--- src/ilk_defines.vh ---
// Constants of the guard interlock status logic: register offsets,
// fields, reset values, flash codes and timing figures.
// Assumes a 125 MHz system clock and an APB register port.
`ifndef ILK_DEFINES_VH
`define ILK_DEFINES_VH

// Register byte offsets
`define ILK_ADDR_CTRL 8'h00
`define ILK_ADDR_STATUS 8'h04
`define ILK_ADDR_IRQ_STAT 8'h08
`define ILK_ADDR_IRQ_CLR 8'h0C
`define ILK_ADDR_IRQ_EN 8'h10

// Control fields and reset values
`define ILK_CTRL_IND_EN 0
`define ILK_CTRL_RESET 1'h1
`define ILK_IRQ_EN_RESET 4'h0

// Status fields
`define ILK_ST_SAFE 0
`define ILK_ST_DIAG 1
`define ILK_ST_WARN 2
`define ILK_ST_FAIL 3
`define ILK_ST_GUARD 4
`define ILK_ST_LOCKED 5
`define ILK_ST_STICKY 6
`define ILK_ST_WCODE 8
`define ILK_ST_FCODE 12

// Interrupt event bits
`define ILK_IRQ_FAIL 0
`define ILK_IRQ_WARN 1
`define ILK_IRQ_CLEARED 2
`define ILK_IRQ_OFF 3
`define ILK_IRQ_W 4

// Red flash codes (pulses per burst); INT means continuously lit
`define ILK_CODE_NONE 4'h0
`define ILK_CODE_OUT1 4'h1
`define ILK_CODE_OUT2 4'h2
`define ILK_CODE_CROSS 4'h3
`define ILK_CODE_ACT 4'h5
`define ILK_CODE_FORCE 4'h6
`define ILK_CODE_TEMP 4'hA
`define ILK_CODE_INT 4'hF

// Timing
`define ILK_CLK_HZ 125000000
`define ILK_DELAY_MIN 30
`define ILK_DELAY_CYC (`ILK_DELAY_MIN * 40'd60 * `ILK_CLK_HZ)
`define ILK_FLASH_MS 250
`define ILK_FLASH_CYC (`ILK_FLASH_MS * (`ILK_CLK_HZ / 1000))
`define ILK_PAUSE_TICKS 4'h6

`endif

--- src/ilk_diag_top.v ---
// Guard interlock status logic: indicators, red flash codes, safety
// output switch-off, diagnostic output, fault clearing, APB registers.
// Assumes all sensing and fault inputs are asynchronous pins.
//
// How it works
// Output 1 fault: red one-pulse bursts, outputs off after thirty minutes.
// Output 2 fault: red two-pulse bursts, outputs off after thirty minutes.
// Cross-wire or both outputs: three pulses, off later, only reset recovers.
// Wrong or defective actuator: outputs off at once, five-pulse bursts.
// Holding force detector fault: outputs off at once, six-pulse bursts.
// Magnet overtemperature: outputs off at once, ten-pulse bursts.
// Internal failure: outputs off at once and latched, red lit continuously.
// Latched failure clears on guard open then close; outputs return when locked.
// Warning keeps outputs on, red flashes, diag low, escalates after delay.
// Closed, actuator present, no lock command: yellow flashes, diag high.
// Lock command and locked guard: yellow steady, outputs and diag high.
// Lock command but force too low: yellow flashes, outputs and diag low.
// Actuator near sensing limit: yellow flashes as early warning.
// Red codes are pulse bursts then a longer dark pause, repeating.
//
// The implementer's own choices: the placing of the registers and the APB slave port.
`timescale 1ns/1ps
`default_nettype none
`include "ilk_defines.vh"
module ilk_diag_top #(
  parameter [39:0] DELAY_CYCLES = `ILK_DELAY_CYC,
  parameter [31:0] FLASH_CYCLES = `ILK_FLASH_CYC
) (
  input wire mclk,
  input wire sys_rst,
  input wire pinGuardClosed,
  input wire pinActPresent,
  input wire pinActMarginal,
  input wire pinLockEngaged,
  input wire pinForceOk,
  input wire pinLockCmd,
  input wire pinErrOut1,
  input wire pinErrOut2,
  input wire pinErrCross,
  input wire pinErrActuator,
  input wire pinErrForce,
  input wire pinErrTemp,
  input wire pinErrInternal,
  output reg first_safety_output,
  output reg second_safety_output,
  output reg diagOut,
  output reg ledGreen,
  output wire ledYellow,
  output wire ledRed,
  output wire irq,
  input wire psel,
  input wire penable,
  input wire pwrite,
  input wire [7:0] paddr,
  input wire [31:0] pwdata,
  output wire pready,
  output reg [31:0] prdata,
  output reg pslverr
);
  localparam NIN = 13;

  // Two-stage synchroniser for all sensing and fault pins
  reg [NIN-1:0] syncA_r;
  reg [NIN-1:0] syncB_r;
  wire [NIN-1:0] pinVec;
  assign pinVec = {pinGuardClosed, pinActPresent, pinActMarginal, pinLockEngaged,
    pinForceOk, pinLockCmd, pinErrOut1, pinErrOut2, pinErrCross, pinErrActuator,
    pinErrForce, pinErrTemp, pinErrInternal};

  always @(posedge mclk) begin
    if (sys_rst) begin
      syncA_r <= {NIN{1'b0}};
      syncB_r <= {NIN{1'b0}};
    end else begin
      syncA_r <= pinVec;
      syncB_r <= syncA_r;
    end
  end

  wire guardClosed = syncB_r[12];
  wire actPresent = syncB_r[11];
  wire actMarginal = syncB_r[10];
  wire lockEngaged = syncB_r[9];
  wire forceOk = syncB_r[8];
  wire lockCmd = syncB_r[7];
  wire errOut1 = syncB_r[6];
  wire errOut2 = syncB_r[5];
  wire errCross = syncB_r[4];
  wire errActuator = syncB_r[3];
  wire errForce = syncB_r[2];
  wire errTemp = syncB_r[1];
  wire errInternal = syncB_r[0];

  reg failLatched_r;
  reg [3:0] failCode_r;
  reg failSticky_r;
  reg guardOpened_r;
  reg warnPrev_r;
  reg ctrlIndEn_r;
  reg [`ILK_IRQ_W-1:0] irqStat_r;
  reg [`ILK_IRQ_W-1:0] irqEn_r;
  reg yelBlink_r;

  // Delayed switch-off faults
  wire bothOut = errOut1 && errOut2;
  wire warnCause = errOut1 || errOut2 || errCross;
  wire warnActive = warnCause && !failLatched_r;
  reg [3:0] warnCode;
  always @* begin
    if (errCross || bothOut) begin
      warnCode = `ILK_CODE_CROSS;
    end else if (errOut2) begin
      warnCode = `ILK_CODE_OUT2;
    end else if (errOut1) begin
      warnCode = `ILK_CODE_OUT1;
    end else begin
      warnCode = `ILK_CODE_NONE;
    end
  end

  wire warnExpired;
  ilk_delay_timer #(
    .CYCLES(DELAY_CYCLES)
  ) u_delay (
    .mclk(mclk),
    .sys_rst(sys_rst),
    .run(warnActive),
    .expired(warnExpired)
  );

  // Immediate switch-off faults
  wire immCause = errActuator || errForce || errTemp;
  reg [3:0] immCode;
  always @* begin
    if (errInternal) begin
      immCode = `ILK_CODE_INT;
    end else if (errActuator) begin
      immCode = `ILK_CODE_ACT;
    end else if (errForce) begin
      immCode = `ILK_CODE_FORCE;
    end else if (errTemp) begin
      immCode = `ILK_CODE_TEMP;
    end else begin
      immCode = `ILK_CODE_NONE;
    end
  end

  wire failCause = immCause || errInternal || (warnActive && warnExpired);
  // Warning causes hold a latched failure too, although the timer is idle then
  wire causeGone = !failCause && !warnCause;
  wire failClear = failLatched_r && causeGone && !failSticky_r && guardOpened_r &&
    guardClosed;

  always @(posedge mclk) begin
    if (sys_rst) begin
      failLatched_r <= 1'b0;
      failCode_r <= `ILK_CODE_NONE;
      failSticky_r <= 1'b0;
      guardOpened_r <= 1'b0;
    end else if (!failLatched_r) begin
      guardOpened_r <= 1'b0;
      if (failCause) begin
        failLatched_r <= 1'b1;
        if (immCause || errInternal) begin
          failCode_r <= immCode;
        end else begin
          failCode_r <= warnCode;
          failSticky_r <= (warnCode == `ILK_CODE_CROSS);
        end
      end
    end else if (failClear) begin
      failLatched_r <= 1'b0;
      failCode_r <= `ILK_CODE_NONE;
      guardOpened_r <= 1'b0;
    end else if (causeGone && !guardClosed) begin
      guardOpened_r <= 1'b1;
    end
  end

  // Safety outputs and diagnostic output
  wire lockedOk = lockEngaged && forceOk;
  wire safeOk = guardClosed && actPresent && lockCmd && lockedOk && !failLatched_r &&
    !immCause && !errInternal;
  wire diagOk = guardClosed && actPresent && !warnActive && !failLatched_r &&
    !errInternal && (!lockCmd || lockedOk);

  always @(posedge mclk) begin
    if (sys_rst) begin
      first_safety_output <= 1'b0;
      second_safety_output <= 1'b0;
      diagOut <= 1'b0;
      ledGreen <= 1'b0;
    end else begin
      first_safety_output <= safeOk;
      second_safety_output <= safeOk;
      diagOut <= diagOk;
      ledGreen <= ctrlIndEn_r;
    end
  end

  // Indicators
  wire redActive = ctrlIndEn_r && (failLatched_r || warnActive || errInternal);
  wire redSolid = errInternal || (failLatched_r && failCode_r == `ILK_CODE_INT);
  wire [3:0] redCode = failLatched_r ? failCode_r : warnCode;
  wire flashTick;

  ilk_flash_gen #(
    .TICK_CYCLES(FLASH_CYCLES),
    .PAUSE_TICKS(`ILK_PAUSE_TICKS)
  ) u_flash (
    .mclk(mclk),
    .sys_rst(sys_rst),
    .active(redActive),
    .solid(redSolid),
    .pulses(redCode),
    .led(ledRed),
    .tick(flashTick)
  );

  wire yelSolid = safeOk && !actMarginal;
  wire yelFlash = guardClosed && actPresent && !failLatched_r && !errInternal &&
    (!safeOk || actMarginal);

  always @(posedge mclk) begin
    if (sys_rst) begin
      yelBlink_r <= 1'b0;
    end else if (flashTick) begin
      yelBlink_r <= !yelBlink_r;
    end
  end

  assign ledYellow = ctrlIndEn_r && (yelSolid || (yelFlash && yelBlink_r));

  // Interrupt events
  wire [`ILK_IRQ_W-1:0] irqEvent;
  assign irqEvent[`ILK_IRQ_FAIL] = !failLatched_r && failCause;
  assign irqEvent[`ILK_IRQ_WARN] = warnActive && !warnPrev_r;
  assign irqEvent[`ILK_IRQ_CLEARED] = failClear;
  assign irqEvent[`ILK_IRQ_OFF] = first_safety_output && !safeOk;

  // APB slave, zero wait states
  wire apbSetup = psel && !penable;
  wire apbWrite = psel && penable && pwrite;
  assign pready = 1'b1;

  reg [31:0] rdData;
  reg rdErr;
  always @* begin
    rdData = 32'h0;
    rdErr = 1'b0;
    if (paddr == `ILK_ADDR_CTRL) begin
      rdData[`ILK_CTRL_IND_EN] = ctrlIndEn_r;
    end else if (paddr == `ILK_ADDR_STATUS) begin
      rdData[`ILK_ST_SAFE] = first_safety_output;
      rdData[`ILK_ST_DIAG] = diagOut;
      rdData[`ILK_ST_WARN] = warnActive;
      rdData[`ILK_ST_FAIL] = failLatched_r;
      rdData[`ILK_ST_GUARD] = guardClosed;
      rdData[`ILK_ST_LOCKED] = lockedOk;
      rdData[`ILK_ST_STICKY] = failSticky_r;
      rdData[`ILK_ST_WCODE+3:`ILK_ST_WCODE] = warnCode;
      rdData[`ILK_ST_FCODE+3:`ILK_ST_FCODE] = failCode_r;
    end else if (paddr == `ILK_ADDR_IRQ_STAT) begin
      rdData[`ILK_IRQ_W-1:0] = irqStat_r;
    end else if (paddr == `ILK_ADDR_IRQ_CLR) begin
      rdData = 32'h0;
    end else if (paddr == `ILK_ADDR_IRQ_EN) begin
      rdData[`ILK_IRQ_W-1:0] = irqEn_r;
    end else begin
      rdErr = 1'b1;
    end
  end

  always @(posedge mclk) begin
    if (sys_rst) begin
      prdata <= 32'h0;
      pslverr <= 1'b0;
    end else if (apbSetup) begin
      prdata <= pwrite ? 32'h0 : rdData;
      pslverr <= rdErr;
    end
  end

  wire [`ILK_IRQ_W-1:0] irqClr = (apbWrite && paddr == `ILK_ADDR_IRQ_CLR) ?
    pwdata[`ILK_IRQ_W-1:0] : {`ILK_IRQ_W{1'b0}};

  always @(posedge mclk) begin
    if (sys_rst) begin
      ctrlIndEn_r <= `ILK_CTRL_RESET;
      irqEn_r <= `ILK_IRQ_EN_RESET;
      irqStat_r <= {`ILK_IRQ_W{1'b0}};
      warnPrev_r <= 1'b0;
    end else begin
      warnPrev_r <= warnActive;
      // Set wins over a clear in the same cycle
      irqStat_r <= (irqStat_r & ~irqClr) | irqEvent;
      if (apbWrite && paddr == `ILK_ADDR_CTRL) begin
        ctrlIndEn_r <= pwdata[`ILK_CTRL_IND_EN];
      end
      if (apbWrite && paddr == `ILK_ADDR_IRQ_EN) begin
        irqEn_r <= pwdata[`ILK_IRQ_W-1:0];
      end
    end
  end

  assign irq = |(irqStat_r & irqEn_r);
endmodule // ilk_diag_top
`default_nettype wire

--- src/ilk_delay_timer.v ---
// Delayed switch-off timer: counts while run is high, flags expiry.
// Assumes run is a synchronous level on mclk.
`timescale 1ns/1ps
`default_nettype none
module ilk_delay_timer #(
  parameter [39:0] CYCLES = 40'd1000
) (
  input wire mclk,
  input wire sys_rst,
  input wire run,
  output reg expired
);
  reg [39:0] cnt_r;

  always @(posedge mclk) begin
    if (sys_rst || !run) begin
      cnt_r <= 40'h0;
      expired <= 1'b0;
    end else if (cnt_r == CYCLES - 40'h1) begin
      expired <= 1'b1;
    end else begin
      cnt_r <= cnt_r + 40'h1;
    end
  end
endmodule // ilk_delay_timer
`default_nettype wire

--- src/ilk_flash_gen.v ---
// Red flash burst generator: bursts of N pulses, then a dark pause.
// Also exports the base tick for other blinking indicators.
// Assumes code inputs are synchronous to mclk.
`timescale 1ns/1ps
`default_nettype none
module ilk_flash_gen #(
  parameter [31:0] TICK_CYCLES = 32'd1000,
  parameter [3:0] PAUSE_TICKS = 4'h6
) (
  input wire mclk,
  input wire sys_rst,
  input wire active,
  input wire solid,
  input wire [3:0] pulses,
  output reg led,
  output wire tick
);
  localparam [3:0] S_IDLE = 4'b0001;
  localparam [3:0] S_ON = 4'b0010;
  localparam [3:0] S_OFF = 4'b0100;
  localparam [3:0] S_PAUSE = 4'b1000;

  reg [31:0] divCnt_r;
  reg [3:0] state_r;
  reg [3:0] pulseCnt_r;
  reg [3:0] pauseCnt_r;

  assign tick = (divCnt_r == TICK_CYCLES - 32'h1);

  always @(posedge mclk) begin
    if (sys_rst || tick) begin
      divCnt_r <= 32'h0;
    end else begin
      divCnt_r <= divCnt_r + 32'h1;
    end
  end

  always @(posedge mclk) begin
    if (sys_rst || !active || solid) begin
      state_r <= S_IDLE;
      pulseCnt_r <= 4'h0;
      pauseCnt_r <= 4'h0;
      led <= !sys_rst && active && solid;
    end else if (tick) begin
      case (state_r)
        S_IDLE: begin
          state_r <= S_ON;
          pulseCnt_r <= 4'h1;
          led <= 1'b1;
        end
        S_ON: begin
          state_r <= S_OFF;
          led <= 1'b0;
        end
        S_OFF: begin
          if (pulseCnt_r >= pulses) begin
            state_r <= S_PAUSE;
            pauseCnt_r <= 4'h0;
          end else begin
            state_r <= S_ON;
            pulseCnt_r <= pulseCnt_r + 4'h1;
            led <= 1'b1;
          end
        end
        S_PAUSE: begin
          if (pauseCnt_r >= PAUSE_TICKS - 4'h1) begin
            state_r <= S_ON;
            pulseCnt_r <= 4'h1;
            led <= 1'b1;
          end else begin
            pauseCnt_r <= pauseCnt_r + 4'h1;
          end
        end
        default: begin
          state_r <= S_IDLE;
          led <= 1'b0;
        end
      endcase
    end
  end
endmodule // ilk_flash_gen
`default_nettype wire

--- config.mk ---
export PLATFORM = sky130hd
export DESIGN_NAME = ilk_diag_top
export DESIGN_NICKNAME = d
export VERILOG_FILES = /design/src/ilk_diag_top.v /design/src/ilk_delay_timer.v /design/src/ilk_flash_gen.v
export VERILOG_INCLUDE_DIRS = /design/src
export SDC_FILE = /design/constraint.sdc
export NUM_CORES = 1
export LEC_CHECK = 0
export BUFFER_PORTS_ARGS = -buffer_cell sky130_fd_sc_hd__buf_2
export CORE_ASPECT_RATIO = 1.5
export CORE_MARGIN = 8
export CORE_UTILIZATION = 55
export DETAILED_ROUTE_END_ITERATION = 7
export PLACE_DENSITY = 0.77
export SLEW_MARGIN = 20
export SYNTH_ARGS = -nofsm -noshare
export SYNTH_HDL_FRONTEND = slang
export SYNTH_SLANG_ARGS = --single-unit
--- constraint.sdc ---
create_clock -name mclk -period 2.9 [get_ports mclk]
set_input_delay 0.145 -clock mclk [delete_from_list [all_inputs] [get_ports mclk]]
set_output_delay 0.145 -clock mclk [all_outputs]
set_load 0.05 [all_outputs]
==> impl_metrics.csv <==
group,metric,value,unit
logic_synthesis,seq_area_frac_synth,0.428,
place,place.gp.congestion,0.889,
logic_synthesis,yosys-top-cells-area,"dfxtp_1 (42%), nor2_1 (5.2%), xor2_1 (4.4%)",
sta,finalCriticalPeriod,2660,ps
setup_path,worst-path-max-fanout,10,
pwr,irDropWorstVdd,442,uV
sta,holdWs,35.2,ps
routing,first_iter_violations,339,
logic_synthesis,ys_warn_count,0,
logic_synthesis,synth_ff_type,"dfxtp_1",
sta,tns,0,ps
die,die_h,153,microns
layout,final_cell_mix,"dfxtp_1 (146), nor2_1 (96), nand2_1 (56)",
die,dieArea,16500,sq um
global_routing,antenna_found_initial,0,
worst_hold_path,worstHoldPathType,"primary input to flip-flop",
routing,wl_per_cell,15.7,microns
routing,route.detailed.drc,0,
setup_path,worstSetupPathType,"flip-flop to flip-flop",
global_routing,grt_pass1_vias,5910,
cts,numCtsBuffers,17,
pwr,power_leakage,2.98,nW
logic_synthesis,syn_inst,802,
setup_path,worst_path_max_delay_cell,"dfxtp_1",
run,drv_cap,0,
cts,cts.sinks,147,
place,dp.cells,984,
setup_path,endpoint_kind,"flip-flop",
sta,rsz0062_at_grt,"false",
layout,syn_to_final_growth,15.3,%
layout,diodes,0,
cts,clkSlewWorstSetupHoldPaths,70,ps
die,die_w,107,microns
place,dp_hpwl,11100,microns
cts,cts_root_buf,"clkbuf_16",
status,status,"finished clean",
sta,fmax,0.376,GHz
routing,vias_per_cell,5.79,
die,num_rows,50,
sta,max_slew_margin,0.478,
setup_path,cp.arrival,2960,ps
routing,firstDrtPassIters,5,
layout,layout.nets,931,
place,port_buffers,50,
logic_synthesis,async_flop_share,0,
cts,htree_levels,4,
sta,worst_pin_slew,775,ps
sta,setup_viol,0,
setup_path,critPathRequiredTime,3210,ps
setup_path,path_cells,"nor3_1 -> a21oi_1 -> ha_1 -> nor3b_1 -> o21ai_0 -> o31ai_1 -> nand3_1 -> mux2_2",
global_routing,grtUsageTotal,0.199,
logic_synthesis,synth.distinct_cells,66,
setup_path,start_kind,"flip-flop",
layout,layout-drive-gt1-share,0.134,
routing,final_antenna_net_count,0,
logic_synthesis,synth_edf_count,1,
sta,skew,8.53,ps
pwr,power_density,581,nW/um^2
sta,finalMaxSlewViolations,0,
die,coreArea,12400,sq um
die,initial_core_util,0.557,
routing,vias,5976,
sta,finalCritPeriodShare,0.916,
logic_synthesis,syn_area,6900,sq um
logic_synthesis,netlist.area_leader.share,0.423,
logic_synthesis,syn_avg_cell_area,8.61,sq um
sta,final_hold_viol_count,0,
cts,cts_buffer_depth,2,
logic_synthesis,synth-seq-cells,147,
layout,final_common_cell,"dfxtp_1",
global_routing,grt_overflow,0,
setup_path,worst_path_largest_cell_delay,540,ps
cts,cts_tree,"built",
global_routing,grt_pass1_wl,27100,microns
global_routing,grt_max_degree,44,
cts,post_cts_resized,0,
die,io_pins,99,
logic_synthesis,yosysTopAreaCell,"dfxtp_1",
layout,layout.cells.non_filler,1032,
routing,wirelength,16200,microns
cts,clock_latency,420,ps
==> Yosys cell counts, types with 3 or more instances <==
cell type and count:
o21ai_0 33, mux2_2 4, nand3_1 38, nand4_1 35, nand4b_1 3, xor2_1 35
nor4_1 15, buf_1 4, buf_2 5, buf_4 22, o31ai_1 7, mux2i_1 7
nor3b_1 6, o22ai_1 4, inv_1 19, nor2b_1 29, nand2b_1 7, o211ai_1 3
or4_4 3, and2_1 3, or3_1 26, xnor2_1 16, nor4b_1 6, a22oi_1 9
nor2_1 96, nor3_1 24, or4_1 5, and3_1 19, ha_1 10, dfxtp_1 146
a21oi_1 43, clkbuf_1 20, nand2_1 56, buf_6 3, and4_1 3
==> flip-flops by register name (all words and copies together) (netlist names), 13 cells and up <==
register and cells:
syncA_r 13, u_delay.cnt_r 40, prdata 13, syncB_r 13
u_flash.divCnt_r 32
==> per-stage QoR <==
stage          setup WS (ps)   util  power (mW)  area, sq um
2_1_floorplan            304      -        2.35         6970
3_3_place_gp             433  0.581        2.39         7190
3_5_place_dp             298  0.581        2.40         7190
4_1_cts                  267  0.643        4.65         7960
5_1_grt                  123  0.643        4.77         7960
6_report                 244  0.643        4.63         7960
==> logic make-up (layout without fill, tap and decap cells) <==
group | after synthesis | after routing | synth area share
XOR/XNOR | 51 | 51 | 0.0647
other | 2 | 20 | 0.00109
buffers and inverters | 73 | 129 | 0.0558
AND/OR/NAND/NOR | 392 | 392 | 0.313
multiplexers | 11 | 11 | 0.0167
adder cells (fa/ha/maj) | 10 | 10 | 0.0181
flip-flops | 147 | 147 | 0.428
AO/OA/AOI/OAI | 116 | 116 | 0.103
==> critical path: cells and delay by family (launching register included) <==
family          cells  cell delay, ps
compound gates      3             940
simple gates        3             520
flops               1             540
mux                 1             310
fa+ha+maj           1             240
==> path summary, 6_finish.rpt <==
kind,depth (start not counted),to,from,slack (ps)
setup / recovery,8,u_flash.pulseCnt_r[1],failLatched_r,240
hold / removal,3,irqEn_r[0],pwdata[0],40
setup reg to reg,8,u_flash.pulseCnt_r[1],failLatched_r,240
hold reg to reg,1,syncB_r[8],syncA_r[8],440
==> repair_timing <==
| item | 4_1_cts | 5_1_grt |
|---|---|---|
| endpoints found under the hold margin | 16 | 0 |
| setup endpoints to repair | 0 | 0 |
| buffers inserted | 0 | 0 |
| hold buffers | 16 | 0 |
==> where the power goes <==
group | total [mW] | internal (mW) | switching (mW) | leakage, nW
Sequential | 2.09 | 2.06 | 0.0318 | 1.19
Clock | 2.25 | 1.31 | 0.940 | 0.302
Combinational | 0.285 | 0.0899 | 0.195 | 1.49
Total | 4.63 | 3.46 | 1.17 | 2.98
==> area by class of cell <==
| cell class | instances | area (sq um) |
|---|---|---|
| sequential | 147 | 2950 |
| tap | 156 | 195 |
| fill | 1021 | 4430 |
| inverter | 19 | 71.3 |
| timing repair buffer | 78 | 500 |
| clock buffer | 17 | 425 |
| clock inverter | 15 | 181 |
| multi-input combinational | 600 | 3630 |
==> layer usage <==
metal | track usage | part of all wire
met5 | 0 | 0
met4 | 0.0996 | 0.029
met3 | 0.0417 | 0.053
met2 | 0.351 | 0.52
met1 | 0.218 | 0.40
Power figures use the tool's default switching activity.
